File: config.mk
export PLATFORM = sky130hd
export DESIGN_NAME = lss_limit_switch_stop_handler
export DESIGN_NICKNAME = d
export VERILOG_FILES = /design/src/design/lss_pkg.sv /design/src/design/lss_limit_switch_stop_handler.sv /design/src/design/lss_sync.sv
export SDC_FILE = /design/constraint.sdc
export NUM_CORES = 1
export LEC_CHECK = 0
export BUFFER_PORTS_ARGS = -buffer_cell sky130_fd_sc_hd__buf_4
export CAP_MARGIN = 20
export CELL_PAD_IN_SITES_DETAIL_PLACEMENT = 1
export CELL_PAD_IN_SITES_GLOBAL_PLACEMENT = 1
export CORE_ASPECT_RATIO = 1.5
export CORE_MARGIN = 8
export CORE_UTILIZATION = 45
export DETAILED_ROUTE_END_ITERATION = 10
export GPL_ROUTABILITY_DRIVEN = 0
export PLACE_DENSITY = 0.78
export SLEW_MARGIN = 10
export SYNTH_ARGS = -nofsm -noshare
export SYNTH_HDL_FRONTEND = slang
export SYNTH_SLANG_ARGS = --single-unit
File: constraint.sdc
create_clock -name clock -period 14.8 [get_ports clock]
set_input_delay 2.96 -clock clock [delete_from_list [all_inputs] [get_ports clock]]
set_output_delay 2.96 -clock clock [all_outputs]
set_load 0.05 [all_outputs]
File: src/design/lss_pkg.sv
/*
  Constants for the limit switch stop handler: register indices, field positions,
  reset values and event/status layouts.
  Assumes a register port with word indices; byte address is not used.
*/
package lss_pkg;
  localparam logic [7:0] REG_LIMIT_CONFIG  = 8'h01;
  localparam logic [7:0] REG_EVENTS        = 8'h0E;
  localparam logic [7:0] REG_STATUS        = 8'h0F;
  localparam logic [7:0] REG_HOME_WINDOW   = 8'h1E;
  localparam logic [7:0] REG_STOP_DECEL    = 8'h2C;
  localparam logic [7:0] REG_COMPARE_POS   = 8'h32;
  localparam logic [7:0] REG_SOFT_LOW      = 8'h33;
  localparam logic [7:0] REG_SOFT_HIGH     = 8'h34;
  localparam logic [7:0] REG_HOME_POS      = 8'h35;
  localparam logic [7:0] REG_SNAPSHOT      = 8'h36;
  localparam logic [7:0] REG_IRQ_MASK      = 8'h40;
  localparam logic [7:0] REG_MODE          = 8'h41;

  localparam int CFG_LEFT_EN        = 0;
  localparam int CFG_RIGHT_EN       = 1;
  localparam int CFG_LEFT_POL       = 2;
  localparam int CFG_RIGHT_POL      = 3;
  localparam int CFG_SWAP           = 4;
  localparam int CFG_LINEAR_STOP    = 5;
  localparam int CFG_LATCH_REL_L    = 6;
  localparam int CFG_LATCH_PRESS_L  = 7;
  localparam int CFG_LATCH_REL_R    = 8;
  localparam int CFG_LATCH_PRESS_R  = 9;
  localparam int CFG_SOFT_LOW_EN    = 10;
  localparam int CFG_SOFT_HIGH_EN   = 11;

  localparam int EV_STOP_LEFT   = 0;
  localparam int EV_STOP_RIGHT  = 1;
  localparam int EV_SOFT_LOW    = 2;
  localparam int EV_SOFT_HIGH   = 3;
  localparam int EV_LATCHED     = 4;
  localparam int EV_WIDTH       = 5;

  localparam int ST_LEFT_ACTIVE   = 0;
  localparam int ST_RIGHT_ACTIVE  = 1;
  localparam int ST_LEFT_LEVEL    = 2;
  localparam int ST_RIGHT_LEVEL   = 3;
  localparam int ST_AT_TARGET     = 4;
  localparam int ST_SOFT_LOW      = 5;
  localparam int ST_SOFT_HIGH     = 6;
  localparam int ST_STOPPING      = 7;

  localparam logic [31:0] LIMIT_CONFIG_RESET = 32'h0000_0000;
  localparam logic [31:0] WORD_ZERO          = 32'h0000_0000;
  localparam logic [1:0]  MODE_RESET         = 2'h0;

  typedef enum logic [1:0] {
    LSS_RUN    = 2'b00,
    LSS_LINEAR = 2'b01
  } lss_stop_type;
endpackage

File: src/design/lss_limit_switch_stop_handler.sv
/*
  Limit switch stop handler: watches two end-of-travel switches and two soft limits,
  raises status and sticky events, in mode 0 stops the ramp hard or linearly and locks the
  blocked direction, and latches the position on chosen switch edges.
  Assumes a ramp generator that supplies target velocity, position and target, and
  a register port master with one-cycle strobes and read data one cycle later.
*/
`timescale 1ns/1ps
module lss_limit_switch_stop_handler (
  input  wire logic        clock,
  input  wire logic        rst,
  input  wire logic [7:0]  regAddr,
  input  wire logic [31:0] regWriteData,
  input  wire logic        regWrite,
  input  wire logic        regRead,
  output logic      [31:0] regReadData,
  output logic             irq,
  input  wire logic        leftLimitInput,
  input  wire logic        rightLimitInput,
  input  wire logic [31:0] rampVelocity,
  input  wire logic        rampStep,
  input  wire logic [31:0] currentPosition,
  input  wire logic [31:0] targetPosition,
  output logic      [31:0] currentVelocity,
  output logic             atTarget
);
  // ---------------------------------------------------------------
  // Registers
  // ---------------------------------------------------------------
  logic [31:0] limitConfig;
  logic [31:0] homeWindow;
  logic [31:0] stopDecel;
  logic [31:0] comparePos;
  logic [31:0] softLow;
  logic [31:0] softHigh;
  logic [31:0] homePos;
  logic [31:0] snapshot;
  localparam int EV_W = lss_pkg::EV_WIDTH;
  logic [EV_W-1:0] events;
  logic [EV_W-1:0] irqMask;
  logic [1:0]  mode;

  function automatic logic hit(input logic [7:0] a, input logic [7:0] r);
    hit = (a == r);
  endfunction

  // ---------------------------------------------------------------
  // Input synchronisation and side mapping
  // ---------------------------------------------------------------
  logic [1:0] pinSync;
  logic [1:0] pinPrev;

  lss_sync #(
    .WIDTH(2)
  ) inSync (
    .clock   (clock),
    .rst     (rst),
    .asyncIn ({rightLimitInput, leftLimitInput}),
    .syncOut (pinSync)
  );

  always_ff @(posedge clock or posedge rst)
  begin
    if (rst)
      pinPrev <= 2'h0;
    else
      pinPrev <= pinSync;
  end

  logic swap;
  logic leftLevel;
  logic rightLevel;
  logic leftPrevLevel;
  logic rightPrevLevel;
  logic leftActive;
  logic rightActive;
  assign swap           = limitConfig[lss_pkg::CFG_SWAP];
  assign leftLevel      = swap ? pinSync[1] : pinSync[0];
  assign rightLevel     = swap ? pinSync[0] : pinSync[1];
  assign leftPrevLevel  = swap ? pinPrev[1] : pinPrev[0];
  assign rightPrevLevel = swap ? pinPrev[0] : pinPrev[1];
  assign leftActive  = limitConfig[lss_pkg::CFG_LEFT_EN] &&
                       (leftLevel == limitConfig[lss_pkg::CFG_LEFT_POL]);
  assign rightActive = limitConfig[lss_pkg::CFG_RIGHT_EN] &&
                       (rightLevel == limitConfig[lss_pkg::CFG_RIGHT_POL]);

  // ---------------------------------------------------------------
  // Soft limits and target
  // ---------------------------------------------------------------
  logic softLowHit;
  logic softHighHit;
  assign softLowHit  = limitConfig[lss_pkg::CFG_SOFT_LOW_EN] &&
                       ($signed(currentPosition) <= $signed(softLow));
  assign softHighHit = limitConfig[lss_pkg::CFG_SOFT_HIGH_EN] &&
                       ($signed(currentPosition) >= $signed(softHigh));

  always_ff @(posedge clock or posedge rst)
  begin
    if (rst)
      atTarget <= 1'b0;
    else
      atTarget <= (currentPosition == targetPosition);
  end

  // ---------------------------------------------------------------
  // Stop decision
  // ---------------------------------------------------------------
  logic openLoop;
  logic velNeg;
  logic velPos;
  logic stopLeftCond;
  logic stopRightCond;
  logic anyStop;
  logic lockNeg;
  logic lockPos;
  assign openLoop = (mode == lss_pkg::MODE_RESET);
  assign velNeg   = currentVelocity[31];
  assign velPos   = !currentVelocity[31] && (currentVelocity != lss_pkg::WORD_ZERO);
  assign stopLeftCond  = (leftActive || softLowHit) && velNeg;
  assign stopRightCond = (rightActive || softHighHit) && velPos;
  assign anyStop = openLoop && (stopLeftCond || stopRightCond);

  // In mode 0, directions stay locked while the matching event remains set.
  assign lockNeg = openLoop && (events[lss_pkg::EV_STOP_LEFT] || events[lss_pkg::EV_SOFT_LOW]);
  assign lockPos = openLoop && (events[lss_pkg::EV_STOP_RIGHT] || events[lss_pkg::EV_SOFT_HIGH]);

  lss_pkg::lss_stop_type stopState;
  logic [31:0] next_velocity;
  logic [31:0] magnitude;
  logic [31:0] reduced;
  assign magnitude = velNeg ? (32'h0000_0000 - currentVelocity) : currentVelocity;
  assign reduced   = (magnitude > stopDecel) ? (magnitude - stopDecel) : lss_pkg::WORD_ZERO;

  always_comb
  begin
    next_velocity = rampVelocity;
    if (anyStop || stopState == lss_pkg::LSS_LINEAR)
      next_velocity = velNeg ? (32'h0000_0000 - reduced) : reduced;
    if (anyStop && !limitConfig[lss_pkg::CFG_LINEAR_STOP])
      next_velocity = lss_pkg::WORD_ZERO;
    if (lockNeg && next_velocity[31] && stopState == lss_pkg::LSS_RUN && !anyStop)
      next_velocity = lss_pkg::WORD_ZERO;
    if (lockPos && !next_velocity[31] && stopState == lss_pkg::LSS_RUN && !anyStop)
      next_velocity = lss_pkg::WORD_ZERO;
  end

  always_ff @(posedge clock or posedge rst)
  begin
    if (rst)
      stopState <= lss_pkg::LSS_RUN;
    else
    begin
      case (stopState)
        lss_pkg::LSS_RUN:
          if (anyStop && limitConfig[lss_pkg::CFG_LINEAR_STOP] && rampStep)
            stopState <= lss_pkg::LSS_LINEAR;
        lss_pkg::LSS_LINEAR:
          if (!openLoop || (rampStep && next_velocity == lss_pkg::WORD_ZERO))
            stopState <= lss_pkg::LSS_RUN;
        default:
          stopState <= lss_pkg::LSS_RUN;
      endcase
    end
  end

  always_ff @(posedge clock or posedge rst)
  begin
    if (rst)
      currentVelocity <= lss_pkg::WORD_ZERO;
    else if (!openLoop)
      currentVelocity <= rampVelocity;
    else if (anyStop && !limitConfig[lss_pkg::CFG_LINEAR_STOP])
      currentVelocity <= lss_pkg::WORD_ZERO;
    else if (rampStep)
      currentVelocity <= next_velocity;
  end

  // ---------------------------------------------------------------
  // Position snapshot edges
  // ---------------------------------------------------------------
  logic leftPress;
  logic leftRelease;
  logic rightPress;
  logic rightRelease;
  logic latchNow;
  assign leftPress    = (leftLevel != leftPrevLevel) && (leftLevel == limitConfig[lss_pkg::CFG_LEFT_POL]);
  assign leftRelease  = (leftLevel != leftPrevLevel) && (leftLevel != limitConfig[lss_pkg::CFG_LEFT_POL]);
  assign rightPress   = (rightLevel != rightPrevLevel) && (rightLevel == limitConfig[lss_pkg::CFG_RIGHT_POL]);
  assign rightRelease = (rightLevel != rightPrevLevel) && (rightLevel != limitConfig[lss_pkg::CFG_RIGHT_POL]);
  assign latchNow = (leftPress && limitConfig[lss_pkg::CFG_LATCH_PRESS_L]) ||
                    (leftRelease && limitConfig[lss_pkg::CFG_LATCH_REL_L]) ||
                    (rightPress && limitConfig[lss_pkg::CFG_LATCH_PRESS_R]) ||
                    (rightRelease && limitConfig[lss_pkg::CFG_LATCH_REL_R]);

  // ---------------------------------------------------------------
  // Configuration registers
  // ---------------------------------------------------------------
  always_ff @(posedge clock or posedge rst)
  begin
    if (rst)
    begin
      limitConfig <= lss_pkg::LIMIT_CONFIG_RESET;
      homeWindow  <= lss_pkg::WORD_ZERO;
      stopDecel   <= lss_pkg::WORD_ZERO;
      comparePos  <= lss_pkg::WORD_ZERO;
      softLow     <= lss_pkg::WORD_ZERO;
      softHigh    <= lss_pkg::WORD_ZERO;
      homePos     <= lss_pkg::WORD_ZERO;
      irqMask     <= '0;
      mode        <= lss_pkg::MODE_RESET;
    end
    else if (regWrite)
    begin
      if (hit(regAddr, lss_pkg::REG_LIMIT_CONFIG))
        limitConfig <= regWriteData;
      if (hit(regAddr, lss_pkg::REG_HOME_WINDOW))
        homeWindow <= regWriteData;
      if (hit(regAddr, lss_pkg::REG_STOP_DECEL))
        stopDecel <= regWriteData;
      if (hit(regAddr, lss_pkg::REG_COMPARE_POS))
        comparePos <= regWriteData;
      if (hit(regAddr, lss_pkg::REG_SOFT_LOW))
        softLow <= regWriteData;
      if (hit(regAddr, lss_pkg::REG_SOFT_HIGH))
        softHigh <= regWriteData;
      if (hit(regAddr, lss_pkg::REG_HOME_POS))
        homePos <= regWriteData;
      if (hit(regAddr, lss_pkg::REG_IRQ_MASK))
        irqMask <= regWriteData[EV_W-1:0];
      if (hit(regAddr, lss_pkg::REG_MODE))
        mode <= regWriteData[1:0];
    end
  end

  // Snapshot takes the switch edge in preference to a software write.
  always_ff @(posedge clock or posedge rst)
  begin
    if (rst)
      snapshot <= lss_pkg::WORD_ZERO;
    else if (latchNow)
      snapshot <= currentPosition;
    else if (regWrite && hit(regAddr, lss_pkg::REG_SNAPSHOT))
      snapshot <= regWriteData;
  end

  // ---------------------------------------------------------------
  // Events: set wins over clear
  // ---------------------------------------------------------------
  logic [EV_W-1:0] eventSet;
  logic [EV_W-1:0] eventClear;
  assign eventSet = {latchNow, softHighHit, softLowHit, rightActive, leftActive};
  always_comb
  begin
    eventClear = '0;
    if (regRead && hit(regAddr, lss_pkg::REG_EVENTS))
      eventClear = '1;
    if (regWrite && hit(regAddr, lss_pkg::REG_EVENTS))
      eventClear = regWriteData[EV_W-1:0];
  end

  always_ff @(posedge clock or posedge rst)
  begin
    if (rst)
      events <= '0;
    else
      events <= (events & ~eventClear) | eventSet;
  end

  always_ff @(posedge clock or posedge rst)
  begin
    if (rst)
      irq <= 1'b0;
    else
      irq <= |(events & irqMask);
  end

  // ---------------------------------------------------------------
  // Read port
  // ---------------------------------------------------------------
  logic [31:0] statusWord;
  always_comb
  begin
    statusWord = lss_pkg::WORD_ZERO;
    statusWord[lss_pkg::ST_LEFT_ACTIVE]  = leftActive;
    statusWord[lss_pkg::ST_RIGHT_ACTIVE] = rightActive;
    statusWord[lss_pkg::ST_LEFT_LEVEL]   = leftLevel;
    statusWord[lss_pkg::ST_RIGHT_LEVEL]  = rightLevel;
    statusWord[lss_pkg::ST_AT_TARGET]    = atTarget;
    statusWord[lss_pkg::ST_SOFT_LOW]     = softLowHit;
    statusWord[lss_pkg::ST_SOFT_HIGH]    = softHighHit;
    statusWord[lss_pkg::ST_STOPPING]     = (stopState == lss_pkg::LSS_LINEAR);
  end

  always_ff @(posedge clock or posedge rst)
  begin
    if (rst)
      regReadData <= lss_pkg::WORD_ZERO;
    else if (regRead)
    begin
      case (regAddr)
        lss_pkg::REG_LIMIT_CONFIG: regReadData <= limitConfig;
        lss_pkg::REG_EVENTS:       regReadData <= {{(32-EV_W){1'b0}}, events};
        lss_pkg::REG_STATUS:       regReadData <= statusWord;
        lss_pkg::REG_HOME_WINDOW:  regReadData <= homeWindow;
        lss_pkg::REG_STOP_DECEL:   regReadData <= stopDecel;
        lss_pkg::REG_COMPARE_POS:  regReadData <= comparePos;
        lss_pkg::REG_SOFT_LOW:     regReadData <= softLow;
        lss_pkg::REG_SOFT_HIGH:    regReadData <= softHigh;
        lss_pkg::REG_HOME_POS:     regReadData <= homePos;
        lss_pkg::REG_SNAPSHOT:     regReadData <= snapshot;
        lss_pkg::REG_IRQ_MASK:     regReadData <= {{(32-EV_W){1'b0}}, irqMask};
        lss_pkg::REG_MODE:         regReadData <= {30'h0000_0000, mode};
        default:                   regReadData <= lss_pkg::WORD_ZERO;
      endcase
    end
  end
endmodule

File: src/design/lss_sync.sv
/*
  Two-flop synchroniser for a bundle of asynchronous levels.
  Assumes the inputs come from pins outside the clock domain.
*/
`timescale 1ns/1ps
module lss_sync #(
  parameter int WIDTH = 2
) (
  input  wire logic             clock,
  input  wire logic             rst,
  input  wire logic [WIDTH-1:0] asyncIn,
  output logic      [WIDTH-1:0] syncOut
);
  logic [WIDTH-1:0] stage1;

  always_ff @(posedge clock or posedge rst)
  begin
    if (rst)
    begin
      stage1  <= '0;
      syncOut <= '0;
    end
    else
    begin
      stage1  <= asyncIn;
      syncOut <= stage1;
    end
  end
endmodule

# After elaboration in Yosys (flattened, before gate mapping)
# Cells that the tools add are included.
# op_classes
n_addsub	3
magnitude_cmp	3
eq_ne	23
n_mux	22
bitwise	4
n_reduce_logical	62
# ops
operator	count
2-to-1 mux 32 bit	12
one-hot mux 32 bit (12 select lines)	1
subtractor 1 x 32 -> 32 bit (first input constant)	2
equality test 8 x 6 -> 1 bit (second input constant)	6
equality test 32 bit	1
>= comparator 32 bit	1
> comparator 32 bit	1
<= comparator 32 bit	1
logical NOT 32 bit	1
nonzero test 32 bit	1
subtractor 32 bit	1
logical AND 1 bit	31
AND reduction 2 bit	10
equality test 8 x 4 -> 1 bit (second input constant)	2
equality test 8 x 7 -> 1 bit (second input constant)	2
AND 5 bit	2
logical OR 1 bit	10
2-to-1 mux 5 bit	2
equality test 8 x 1 -> 1 bit (second input constant)	1
equality test 8 x 5 -> 1 bit (second input constant)	1
logical NOT 1 bit	5
NOT 5 bit	1
OR 5 bit	1
OR reduction 5 bit	1
10 further kinds	20
# totals
register_bits	342
inputBits	143
out_inout_bits	66
elab_cells	136

# Longest topological paths before layout
# Gate-level depths: netlist of run 1.
# logic_depth
word_depth	24
depth_mapped	30

# Modules after synthesis
# Synthesis of run 1 repeated with hierarchy kept, for this count alone.
# unflattened
hier_cells	2286
area_unflattened_um2	21843.4
# modules_own_cells
mod	n_inst	cells_each	area_per_inst_um2	seq_area_each_um2
lss_limit_switch_stop_handler	1	2281	21739.6	8433.1
lss_sync	1	5	103.8	100.1

# Worst setup path before layout of run 1
# No wires, ideal clock.
# synth_timing
kind	register to register
startpoint	register currentVelocity[15]
endpoint	register stopState[0]
setup_time_ns	0.131
arrival_ns	7.115
required_ns	14.669
setup_slack_ns	7.553
path_stages_with_launch	27
path_buffers	4
synth_period_minus_slack_ns	7.247
path_cell_list	dfrtp_1 > or4_4 > or4_4 > or4_4 > or3_1 > o41ai_1 > xnor2_1 > ha_1 > clkbuf_1 > nand4_1 > nor4bb_1 > and3_1 > a211oi_1 > o21a_1 > clkbuf_1 > buf_1 > nand2b_1 > ha_1 > clkbuf_1 > inv_1 > or3_1 > nor4_1 > a31oi_1 > or4_1 > a32o_1 > nor4bb_1 > a21oi_1
# synth_via
elab_chain_len	22
# synth_rtl
item	line_no	text
start: declaration	lss_limit_switch_stop_handler.sv:24	output logic [31:0] currentVelocity,
start signal: assignment	lss_limit_switch_stop_handler.sv:169	currentVelocity <= lss_pkg::WORD_ZERO;
start signal: assignment	lss_limit_switch_stop_handler.sv:171	currentVelocity <= rampVelocity;
start signal: assignment	lss_limit_switch_stop_handler.sv:173	currentVelocity <= lss_pkg::WORD_ZERO;
subtractor 1 x 32 -> 32 bit or nonzero test 32 bit (tied branches)	lss_limit_switch_stop_handler.sv:131, lss_limit_switch_stop_handler.sv:118	
2-to-1 mux 32 bit or logical AND 1 bit (tied branches)	lss_limit_switch_stop_handler.sv:131, lss_limit_switch_stop_handler.sv:118	
subtractor 32 bit, or another cell as far along	lss_limit_switch_stop_handler.sv:132	assign reduced = (magnitude > stopDecel) ? (magnitude - stopDecel) : lss_pkg::WORD_ZERO;
2-to-1 mux 32 bit or logical OR 1 bit (tied branches)	lss_limit_switch_stop_handler.sv:132, lss_limit_switch_stop_handler.sv:121	
subtractor 1 x 32 -> 32 bit or logical AND 1 bit (tied branches)	lss_limit_switch_stop_handler.sv:138, lss_limit_switch_stop_handler.sv:121	
2-to-1 mux 32 bit or logical OR 1 bit (tied branches)	lss_limit_switch_stop_handler.sv:138, lss_limit_switch_stop_handler.sv:137	
2-to-1 mux 32 bit	lss_limit_switch_stop_handler.sv:137	if (anyStop || stopState == lss_pkg::LSS_LINEAR)
2-to-1 mux 32 bit	lss_limit_switch_stop_handler.sv:139	if (anyStop && !limitConfig[lss_pkg::CFG_LINEAR_STOP])
(+4 left out)	--	
logical NOT 1 bit	lss_limit_switch_stop_handler.sv:143	if (lockPos && !next_velocity[31] && stopState == lss_pkg::LSS_RUN && !anyStop)
logical AND 1 bit (3 in a row)	lss_limit_switch_stop_handler.sv:143	
2-to-1 mux 32 bit	lss_limit_switch_stop_handler.sv:143	
logical NOT 32 bit	lss_limit_switch_stop_handler.sv:158	if (!openLoop || (rampStep && next_velocity == lss_pkg::WORD_ZERO))
logical AND 1 bit	lss_limit_switch_stop_handler.sv:158	
logical OR 1 bit	lss_limit_switch_stop_handler.sv:158	
!= test 2 x 1 -> 1 bit (no source line)	--	
AND reduction 2 bit (no source line) *	--	
end signal: assignment	lss_limit_switch_stop_handler.sv:156	stopState <= lss_pkg::LSS_LINEAR;
end signal: assignment	lss_limit_switch_stop_handler.sv:159	stopState <= lss_pkg::LSS_RUN;
end signal: assignment	lss_limit_switch_stop_handler.sv:161	stopState <= lss_pkg::LSS_RUN;
end: declaration	lss_limit_switch_stop_handler.sv:127	lss_pkg::lss_stop_type stopState;
# Mark *: on every way between the ends. The rest lies on a longest branch, timed or not.
# A chain may end at the register's enable or synchronous reset.

# Worst setup path after layout of run 1
# Ends and elaborated chain as after synthesis.

==> reports/summary.txt, run 1 <==
result of the run -> finished, final reports clean
final clock skew -> 0.0222 ns
final global-route overflow total -> 0
Total Negative Setup Slacks -> 0 ns
H-tree depth reported by CTS -> 2
count of nets left with antenna violations after detail routing -> 0
floorplan die width -> 196 um
share of cells above drive strength 1 -> 23.5%
area of the die -> 56,000 um2
WL per Instance -> 27.9 um
count of boundary I/O pins -> 209
final number of max-transition violations -> 0
Power per Cell Area -> 226 nW/um2
via count of the first global-routing pass -> 22,100
Clock Sink Count -> 341
initial antenna violation count -> 2
total vias in the final route -> 20,000
hold buffer count at cts -> 0
Site Rows -> 99
predominant post-synthesis flop cell -> sky130_fd_sc_hd__dfrtp_1
top library cells by usage in the layout, fill and taps aside -> sky130_fd_sc_hd__dfrtp_1, sky130_fd_sc_hd__buf_4, sky130_fd_sc_hd__mux2_2
All-Layer GR Usage -> 29.9%
wire length of the first global-routing pass -> 131,000 um
clock tree from TritonCTS -> done
number of synthesized register bits -> 341
maximum buffer depth of the clock tree -> 3
Port-buffer cells -> 208
mean post-synth cell area -> 9.53 um2
leakage -> 0.0113 uW
number of buffers inserted by post-CTS setup repair -> 0
Worst-Skew Late Latency -> 0.55 ns
post-detailed-route via-to-cell ratio -> 6.54
core utilization of the finished layout -> 52.0%
most frequent standard cell in the layout excluding fill and tap cells -> sky130_fd_sc_hd__dfrtp_1
sequential share of the synthesized area -> 39.1%
Detailed Place HPWL -> 63,100 um
number of setup violations in the final report -> 0
highest net fanout along the worst path -> 30
path category of the worst min-delay check -> register to register
crit start category -> register
net count reported at finish -> 2,673
post-synthesis net count -> 2,533
area share of the largest cell type after synthesis -> 39.1%
First DRT Iteration DRCs -> 1,440
achievable frequency -> 132 MHz
max capacitance violation total -> 0
number of standard cells after synthesis -> 2,291
number of warning messages in the yosys log -> 0
count of TritonRoute iterations in the first routing pass -> 8
nature of the critical path endpoint -> register
clock buffer count from CTS -> 37
cell accounting for the most synthesized area -> sky130_fd_sc_hd__dfrtp_1
Final min period -> 7.58 ns
final number of hold-violating endpoints -> 0
number of flops mapped to enable cells by yosys -> 0
placeable core region -> 48,300 um2
CP Data Required Time -> 15.21 ns
worst endpoint data arrival time -> 8.00 ns
overall routed net length -> 85,500 um
worst supply voltage drop on vdd -> 0.108 mV
clock transition at the registers of the reported paths -> 0.06 ns
kind of critical path -> register to register
largest net degree at the start of global routing -> 124
transition time at the pin with the least slew margin -> 1.12 ns
final cycle utilization of the critical path -> 51.2%
Area Overhead vs Synth -> 15.0%
initial core utilization -> 45.2%
biggest area contributors in the synthesized netlist -> sky130_fd_sc_hd__dfrtp_1, sky130_fd_sc_hd__mux2_2, sky130_fd_sc_hd__ha_1, sky130_fd_sc_hd__a21oi_1, sky130_fd_sc_hd__nor2_1
Synth async-reset ratio -> 100%
die height -> 286 um
max_slew headroom -> 24.9%
CTS root buf -> sky130_fd_sc_hd__clkbuf_16
DR DRC count -> 0
post-synthesis instance area -> 21,800 um2
number of distinct library cell variants in the gate-level netlist after synthesis -> 86
unrepaired setup endpoints after global routing -> false
post-cts resize count -> 0
==> synth_stat cells (all sizes together) (34+ instances only) <==
cell type and instances:
clkbuf 92, xor2 41, a222oi 34, a21oi 191, mux2 238, xnor2 45, buf 46, ha 98
inv 140, o21ai 84, nand4 38, nor2 159, mux2i 44, dfrtp 341, a22oi 77, nand2 141
nand3 56, o22ai 34
==> where the power goes <==
group | total [uW] | leakage, uW | internal, uW | switching (uW)
combinational | 3550 | 0.00617 | 1190 | 2370
clock | 941 | 0.000585 | 540 | 401
sequential | 1190 | 0.00454 | 1050 | 139
total | 5690 | 0.0113 | 2780 | 2910
==> cell type report <==
type                    instances  area, um2
flip-flops and latches        341       8530
multi-input cells            1670      12300
clock inverters                10        121
clock buffers                  51       1070
well taps                     606        758
repair buffers                239       1810
inverters                     142        541
diodes                          1       2.50
fillers                      5452      23200
==> stage by stage <==
stage	worst slack [ns]	power (uW)	instance area [um2]	std cells	hold slack, ns
global route	6.63	6020	25100	3060	0.367
finish	7.22	5690	25100	3060	0.365
global placement	7.60	4560	23900	2996	0.334
detailed placement	7.31	4680	23900	2996	0.353
floorplan	2.39	3640	21800	2291	0.331
CTS	7.27	5640	25100	3057	0.367
==> final timing paths <==
kind | startpoint | to | slack, ns | depth (start not counted)
setup / recovery | currentVelocity[15]$_DFFE_PP0P_ | stopState[0]$_DFFE_PP0P_ | 7.22 | 23
hold / removal | inSync.stage1[0]$_DFF_PP0_ | inSync.syncOut[0]$_DFF_PP0_ | 0.36 | 0
min in group asynchronous | rst | regReadData[21]$_DFFE_PP0P_ | 2.57 | 2
hold reg to reg | inSync.stage1[0]$_DFF_PP0_ | inSync.syncOut[0]$_DFF_PP0_ | 0.36 | 0
max in group asynchronous | rst | homeWindow[2]$_DFFE_PP0P_ | 10.59 | 3
setup reg to reg | currentVelocity[15]$_DFFE_PP0P_ | stopState[0]$_DFFE_PP0P_ | 7.22 | 23
==> critical path, stage by stage (launching register included) <==
cell                       delay [ns]
sky130_fd_sc_hd__dfrtp_1         0.48
sky130_fd_sc_hd__or4_4           0.62
sky130_fd_sc_hd__or4_4           0.45
sky130_fd_sc_hd__or4_4           0.44
sky130_fd_sc_hd__or3_1           0.43
sky130_fd_sc_hd__o21ai_0         0.26
sky130_fd_sc_hd__xnor2_1         0.11
sky130_fd_sc_hd__ha_1            0.44
sky130_fd_sc_hd__nand4_1         0.22
sky130_fd_sc_hd__nor4bb_1        0.36
sky130_fd_sc_hd__and3_1          0.20
sky130_fd_sc_hd__a211oi_1        0.06
sky130_fd_sc_hd__o21a_1          0.13
sky130_fd_sc_hd__buf_4           0.22
sky130_fd_sc_hd__nand2_1         0.12
sky130_fd_sc_hd__ha_1            0.35
sky130_fd_sc_hd__inv_1           0.21
sky130_fd_sc_hd__or3_1           0.50
sky130_fd_sc_hd__nor4_1          0.37
sky130_fd_sc_hd__a31oi_1         0.20
sky130_fd_sc_hd__or4_1           0.55
sky130_fd_sc_hd__a32o_1          0.29
sky130_fd_sc_hd__nor4bb_1        0.28
sky130_fd_sc_hd__a21oi_1         0.12
==> cell families (layout without fill, tap and decap cells) <==
group | Yosys count | in the layout | synth area share, %
fa+ha+maj | 99 | 99 | 5.71
simple gates | 580 | 580 | 13.2
buf+inv | 280 | 442 | 4.91
mux | 282 | 282 | 14.3
other cells | 0 | 1 | 0
xor+xnor | 86 | 86 | 3.45
flops | 341 | 341 | 39.1
compound gates | 623 | 623 | 19.3
==> per-layer routing <==
| metal | track usage [%] | share of wire (%) |
|---|---|---|
| met3 | 4.45 | 5.1 |
| met2 | 53.7 | 51 |
| met1 | 32.5 | 37 |
| met5 | 0 | 0 |
| met4 | 19.3 | 6.8 |
==> flip-flops by register name, summed over array words and instances (netlist names), 5 cells and up <==
register         cells
irqMask              5
softLow             32
limitConfig         32
currentVelocity     32
snapshot            32
softHigh            32
stopDecel           32
events               5
regReadData         32
homeWindow          32
homePos             32
comparePos          32
Note: power is estimated with default switching activity, not from simulation.
==> run 2: changes to the inputs <==
==> constraint.sdc (replaced) <==
create_clock -name clock -period 7.75 [get_ports clock]
set_input_delay 1.55 -clock clock [delete_from_list [all_inputs] [get_ports clock]]
set_output_delay 1.55 -clock clock [all_outputs]
set_load 0.05 [all_outputs]
==> run 2 against run 1 <==
Effect of this change:
- fmax grew 4.0%
- largest cell class unchanged
- final cell count is essentially flat
- critical endpoint unchanged
- count of clock-buffer cells in the layout is the same
==> reports/summary.txt, run 2 (same netlist as run 1, synthesis figures left out) <==
number of setup violations in the final report -> 0
origin of the critical flop-to-flop path -> currentVelocity[15]$_DFFE_PP0P_
number of buffers inserted by post-CTS setup repair -> 0
Final min period -> 7.29 ns
area of the die -> 56,000 um2
post-cts resize count -> 0
final global-route overflow total -> 0
Detailed Place HPWL -> 62,700 um
clock transition at the registers of the reported paths -> 0.06 ns
highest net fanout along the worst path -> 9
combined area of the multi-input logic cells -> 12,300 um2
H-tree depth reported by CTS -> 2
achievable frequency -> 137 MHz
clock buffer count from CTS -> 37
Port-buffer cells -> 208
count of TritonRoute iterations in the first routing pass -> 7
Worst-Skew Late Latency -> 0.55 ns
floorplan die width -> 196 um
All-Layer GR Usage -> 30.3%
overall routed net length -> 86,100 um
transition time at the pin with the least slew margin -> 1.08 ns
crit start category -> register
nature of the critical path endpoint -> register
Clock Sink Count -> 341
largest net degree at the start of global routing -> 166
DR DRC count -> 0
CP Data Required Time -> 8.17 ns
initial antenna violation count -> 3
most frequent standard cell in the layout excluding fill and tap cells -> sky130_fd_sc_hd__dfrtp_1
Area Overhead vs Synth -> 14.9%
result of the run -> finished, final reports clean
count of boundary I/O pins -> 209
reg-to-reg endpoint -> stopState[0]$_DFFE_PP0P_
final number of hold-violating endpoints -> 0
First DRT Iteration DRCs -> 1,542
hold buffer count at cts -> 0
post-detailed-route via-to-cell ratio -> 6.58
Total Negative Setup Slacks -> 0 ns
clock tree from TritonCTS -> done
placeable core region -> 48,300 um2
final cycle utilization of the critical path -> 94.1%
count of nets left with antenna violations after detail routing -> 0
CTS root buf -> sky130_fd_sc_hd__clkbuf_16
total vias in the final route -> 20,100
Site Rows -> 99
via count of the first global-routing pass -> 22,100
kind of critical path -> register to register
slack of the worst reg-to-reg path -> 0.46 ns
Critical Path Sink -> stopState[0]$_DFFE_PP0P_
launch point of the worst path -> currentVelocity[15]$_DFFE_PP0P_
die height -> 286 um
number of inserted filler cells in the final layout -> 5,510
max capacitance violation total -> 0
maximum buffer depth of the clock tree -> 3
top library cells by usage in the layout, fill and taps aside -> sky130_fd_sc_hd__dfrtp_1, sky130_fd_sc_hd__mux2_2, sky130_fd_sc_hd__buf_4
wire length of the first global-routing pass -> 132,000 um
depth of the most critical reg-to-reg path -> 22
max_slew headroom -> 27.7%
share of cells above drive strength 1 -> 23.4%
leakage -> 0.0113 uW
final number of max-transition violations -> 0
WL per Instance -> 28.1 um
unrepaired setup endpoints after global routing -> false
path category of the worst min-delay check -> register to register
worst endpoint data arrival time -> 7.71 ns
net count reported at finish -> 2,673
final clock skew -> 0.0142 ns
register cell area after layout -> 8530 um2
count of placed standard cells in the final layout, fillers left out -> 3,061
Power per Cell Area -> 438 nW/um2
initial core utilization -> 45.2%
number of cells in the design after placement -> 2,997
worst supply voltage drop on vdd -> 0.252 mV
-- run 2: cell types whose count changed in the layout (fill, tap and decap cells not counted) --
cell / before / now
sky130_fd_sc_hd__clkbuf_1: 5 / 7
sky130_fd_sc_hd__buf_8: 0 / 1
sky130_fd_sc_hd__clkinv_2: 2 / 4
sky130_fd_sc_hd__buf_16: 1 / 0
sky130_fd_sc_hd__clkinvlp_4: 1 / 2
sky130_fd_sc_hd__bufinv_16: 2 / 1
sky130_fd_sc_hd__inv_8: 1 / 0
sky130_fd_sc_hd__clkbuf_8: 9 / 7
sky130_fd_sc_hd__buf_12: 0 / 2
sky130_fd_sc_hd__buf_4: 238 / 236
-- run 2: layout make-up --
type	count	area share [%]
Antenna cell	1	0.00998
Clock buffer	51	4.18
Clock inverter	11	0.404
Inverter	142	2.14
Multi-Input combinational cell	1670	48.9
Sequential cell	341	34.0
Tap cell	606	3.02
Timing Repair Buffer	239	7.29
-- run 2: metrics by stage --
stage | util [%] | hold slack, ns | setup WS, ns | total power (uW) | area, um2
after floorplan | - | 0.331 | 0.503 | 6940 | 21800
after detailed placement | 49.5 | 0.344 | 0.647 | 9040 | 23900
final | 51.9 | 0.352 | 0.457 | 11000 | 25100
after CTS | 51.9 | 0.358 | 0.639 | 10800 | 25100
after global routing | 51.9 | 0.360 | 0.235 | 11600 | 25100
after global placement | 49.5 | 0.337 | 0.861 | 8820 | 23900
-- run 2: report_power, final --
part / internal (uW) / leakage (uW) / switching (uW) / total [uW]
Sequential: 2010 / 0.00454 / 290 / 2300
Combinational: 2280 / 0.00617 / 4640 / 6920
Clock: 982 / 0.000566 / 779 / 1760
-- run 2: routing by layer --
| layer | global-route usage, % | part of all wire [%] | up-vias |
|---|---|---|---|
| met5 | 0 | 0.015 | - |
| met4 | 19.9 | 6.9 | 2 |
| met3 | 5.14 | 5.3 | 270 |
| met2 | 54.2 | 51 | 755 |
| met1 | 32.4 | 37 | 10300 |
| li1 | - | - | 8784 |
-- run 2: worst min path at each step --
stage / slack, ns / start / endpoint / depth (start not counted)
floorplan: 0.33 / inSync.stage1[0]$_DFF_PP0_ / inSync.syncOut[0]$_DFF_PP0_ / 0
global placement: 0.34 / inSync.stage1[1]$_DFF_PP0_ / inSync.syncOut[1]$_DFF_PP0_ / 0
detailed placement: 0.34 / inSync.stage1[1]$_DFF_PP0_ / inSync.syncOut[1]$_DFF_PP0_ / 0
CTS: 0.36 / inSync.stage1[1]$_DFF_PP0_ / inSync.syncOut[1]$_DFF_PP0_ / 0
global route: 0.36 / inSync.stage1[1]$_DFF_PP0_ / inSync.syncOut[1]$_DFF_PP0_ / 0
finish: 0.35 / inSync.stage1[1]$_DFF_PP0_ / inSync.syncOut[1]$_DFF_PP0_ / 0
-- run 2: critical path: stages, from the launching register on --
cell and delay [ns]:
sky130_fd_sc_hd__dfrtp_1 0.45, sky130_fd_sc_hd__or4_4 0.59, sky130_fd_sc_hd__or4_4 0.45, sky130_fd_sc_hd__or4_4 0.44, sky130_fd_sc_hd__or3_1 0.40, sky130_fd_sc_hd__o41ai_1 0.31, sky130_fd_sc_hd__xnor2_1 0.16, sky130_fd_sc_hd__ha_1 0.43
sky130_fd_sc_hd__nand4_1 0.16, sky130_fd_sc_hd__nor4bb_1 0.31, sky130_fd_sc_hd__and3_1 0.22, sky130_fd_sc_hd__a211oi_1 0.07, sky130_fd_sc_hd__o21a_1 0.19, sky130_fd_sc_hd__nand2b_1 0.10, sky130_fd_sc_hd__ha_1 0.16, sky130_fd_sc_hd__inv_1 0.14
sky130_fd_sc_hd__or3_1 0.51, sky130_fd_sc_hd__nor4_1 0.45, sky130_fd_sc_hd__a31oi_1 0.22, sky130_fd_sc_hd__or4_1 0.55, sky130_fd_sc_hd__a32o_1 0.29, sky130_fd_sc_hd__nor4bb_1 0.44, sky130_fd_sc_hd__a21oi_1 0.12
==> run 3: changes to the inputs <==
--- a/config.mk
+++ b/config.mk
@@ -15,6 +15,7 @@
 export DETAILED_ROUTE_END_ITERATION = 10
 export GPL_ROUTABILITY_DRIVEN = 0
 export PLACE_DENSITY = 0.78
+export SETUP_SLACK_MARGIN = 0.15
 export SLEW_MARGIN = 10
 export SYNTH_ARGS = -nofsm -noshare
 export SYNTH_HDL_FRONTEND = slang
==> constraint.sdc (replaced) <==
create_clock -name clock -period 8.9 [get_ports clock]
set_input_delay 0.445 -clock clock [delete_from_list [all_inputs] [get_ports clock]]
set_output_delay 0.445 -clock clock [all_outputs]
set_load 0.05 [all_outputs]
==> run 3 against run 2 <==
Effect of this change:
- first-iteration DRC count fell by 4.9%
- worst setup slack improved by 1.0 ns
- die area stayed put
- register-to-register slack better by 1.0 ns
- fmax shrank 1.5%
- clock power fell by 11%
- wire length down 0.87%
- critical path type unchanged
- critical endpoint unchanged
==> reports/summary.txt, run 3 (same netlist as run 1, synthesis figures left out) <==
result of the run -> finished, final reports clean
All-Layer GR Usage -> 29.9%
Worst-Skew Late Latency -> 0.55 ns
reg-to-reg endpoint -> stopState[0]$_DFFE_PP0P_
worst endpoint data arrival time -> 7.81 ns
critical path's most frequent cell -> sky130_fd_sc_hd__or4_4
Port-buffer cells -> 208
final global-route overflow total -> 0
combined area of the multi-input logic cells -> 12,300 um2
busiest grt layer -> met2
count of TritonRoute iterations in the first routing pass -> 8
number of inserted filler cells in the final layout -> 5,505
leakage -> 0.0113 uW
Top delay family on crit path -> simple AND/OR/NAND/NOR gates
initial core utilization -> 45.2%
DR DRC count -> 0
routing usage on met3 -> 4.16%
slack of the worst reg-to-reg path -> 1.50 ns
kind of critical path -> register to register
WL per Instance -> 27.9 um
Power per Cell Area -> 380 nW/um2
worst supply voltage drop on vdd -> 0.225 mV
H-tree depth reported by CTS -> 2
top library cells by usage in the layout, fill and taps aside -> sky130_fd_sc_hd__dfrtp_1, sky130_fd_sc_hd__mux2_2, sky130_fd_sc_hd__buf_4
hold path start -> leftLimitInput
GR Util met2 -> 54.0%
CTS root buf -> sky130_fd_sc_hd__clkbuf_16
max capacitance violation total -> 0
total vias in the final route -> 20,000
net count reported at finish -> 2,674
achievable frequency -> 135 MHz
Detailed Place HPWL -> 61,900 um
nature of the critical path endpoint -> register
depth of the most critical reg-to-reg path -> 22
largest net degree at the start of global routing -> 179
clock tree from TritonCTS -> done
maximum buffer depth of the clock tree -> 3
floorplan die width -> 196 um
highest net fanout along the worst path -> 9
Worst Hold Path EP -> inSync.stage1[0]$_DFF_PP0_
number of cells in the design after placement -> 2,997
number of setup violations in the final report -> 0
die height -> 286 um
path category of the worst min-delay check -> primary input to register
final number of hold-violating endpoints -> 0
share of cells above drive strength 1 -> 23.5%
final number of max-transition violations -> 0
Total Negative Setup Slacks -> 0 ns
Slowest Stage Delay on Critical Path -> 0.61 ns
final cycle utilization of the critical path -> 83.2%
post-detailed-route via-to-cell ratio -> 6.53
Final min period -> 7.40 ns
crit start category -> register
wire length of the first global-routing pass -> 131,000 um
transition time at the pin with the least slew margin -> 1.06 ns
Site Rows -> 99
count of placed standard cells in the final layout, fillers left out -> 3,061
register cell area after layout -> 8530 um2
CP Data Required Time -> 9.31 ns
max_slew headroom -> 29.0%
count of buffer and inverter cells on the critical path -> 1
cells along the critical path -> or4_4, or4_4, or4_4, or3_1, o41ai_1, xnor2_1, ha_1, nand4_1, nor4bb_1, and3_1, a211oi_1, o21a_1, nand2b_1, ha_1, inv_1, or3_1, nor4_1, a31oi_1, or4_1, a32o_1, nor4bb_1, a21oi_1
clock transition at the registers of the reported paths -> 0.06 ns
met1 Use GR -> 33.1%
count of nets left with antenna violations after detail routing -> 0
Clock Sink Count -> 341
clock buffer count from CTS -> 37
overall routed net length -> 85,300 um
via count of the first global-routing pass -> 21,900
Diodes inserted -> 0
origin of the critical flop-to-flop path -> currentVelocity[15]$_DFFE_PP0P_
final clock skew -> 0.0171 ns
critical-path cell with the highest stage delay -> sky130_fd_sc_hd__or4_4
most frequent standard cell in the layout excluding fill and tap cells -> sky130_fd_sc_hd__dfrtp_1
First DRT Iteration DRCs -> 1,467
unrepaired setup endpoints after global routing -> false
placeable core region -> 48,300 um2
initial antenna violation count -> 1
count of cells along the worst hold path -> 1
area of the die -> 56,000 um2
Area Overhead vs Synth -> 15.2%
count of boundary I/O pins -> 209
[run 3: power breakdown]
group	internal (uW)	switching [uW]
clock network	892	668
logic	2000	3990
registers	1750	253
total	4640	4920
[run 3: worst max path at each step]
stage / cells past startpoint / slack (ns) / startpoint / end
2_1_floorplan: 26 / 1.65 / currentVelocity[15]$_DFFE_PP0P_ / stopState[0]$_DFFE_PP0P_
3_3_place_gp: 22 / 1.64 / currentVelocity[15]$_DFFE_PP0P_ / stopState[0]$_DFFE_PP0P_
3_5_place_dp: 23 / 1.56 / currentVelocity[15]$_DFFE_PP0P_ / stopState[0]$_DFFE_PP0P_
4_1_cts: 23 / 1.53 / currentVelocity[15]$_DFFE_PP0P_ / stopState[0]$_DFFE_PP0P_
5_1_grt: 23 / 1.15 / currentVelocity[15]$_DFFE_PP0P_ / stopState[0]$_DFFE_PP0P_
6_report: 22 / 1.50 / currentVelocity[15]$_DFFE_PP0P_ / stopState[0]$_DFFE_PP0P_
[run 3: metrics by stage]
stage	hold slack (ns)	power [uW]	setup WS (ns)	util [%]	cell area, um2
2_1_floorplan	0.331	6050	1.65	-	21800
3_3_place_gp	0.339	7640	1.64	49.5	23900
3_5_place_dp	0.339	7840	1.56	49.5	23900
4_1_cts	0.00251	9440	1.53	52.0	25100
5_1_grt	0.0122	10100	1.15	52.0	25100
6_report	0.0205	9550	1.50	52.0	25100
[run 3: per-layer routing]
metal | vias up | routed length (um)
li1 | 8780 | -
met1 | 10100 | 31700
met2 | 791 | 43800
met3 | 289 | 4300
met4 | 0 | 5600
met5 | - | 0
[run 3: final cells by class]
class / instances / share of cell area, %
multi-input combinational: 1670 / 48.8
sequential: 341 / 34.0
timing repair buffer: 240 / 7.37
clock buffer: 51 / 4.21
tap: 606 / 3.02
inverter: 142 / 2.14
clock inverter: 11 / 0.518
[run 3: timing repair]
item	4_1_cts	5_1_grt
gates resized for setup	0	0
hold endpoints to repair	1	0
hold buffers	1	0
setup buffers	0	0
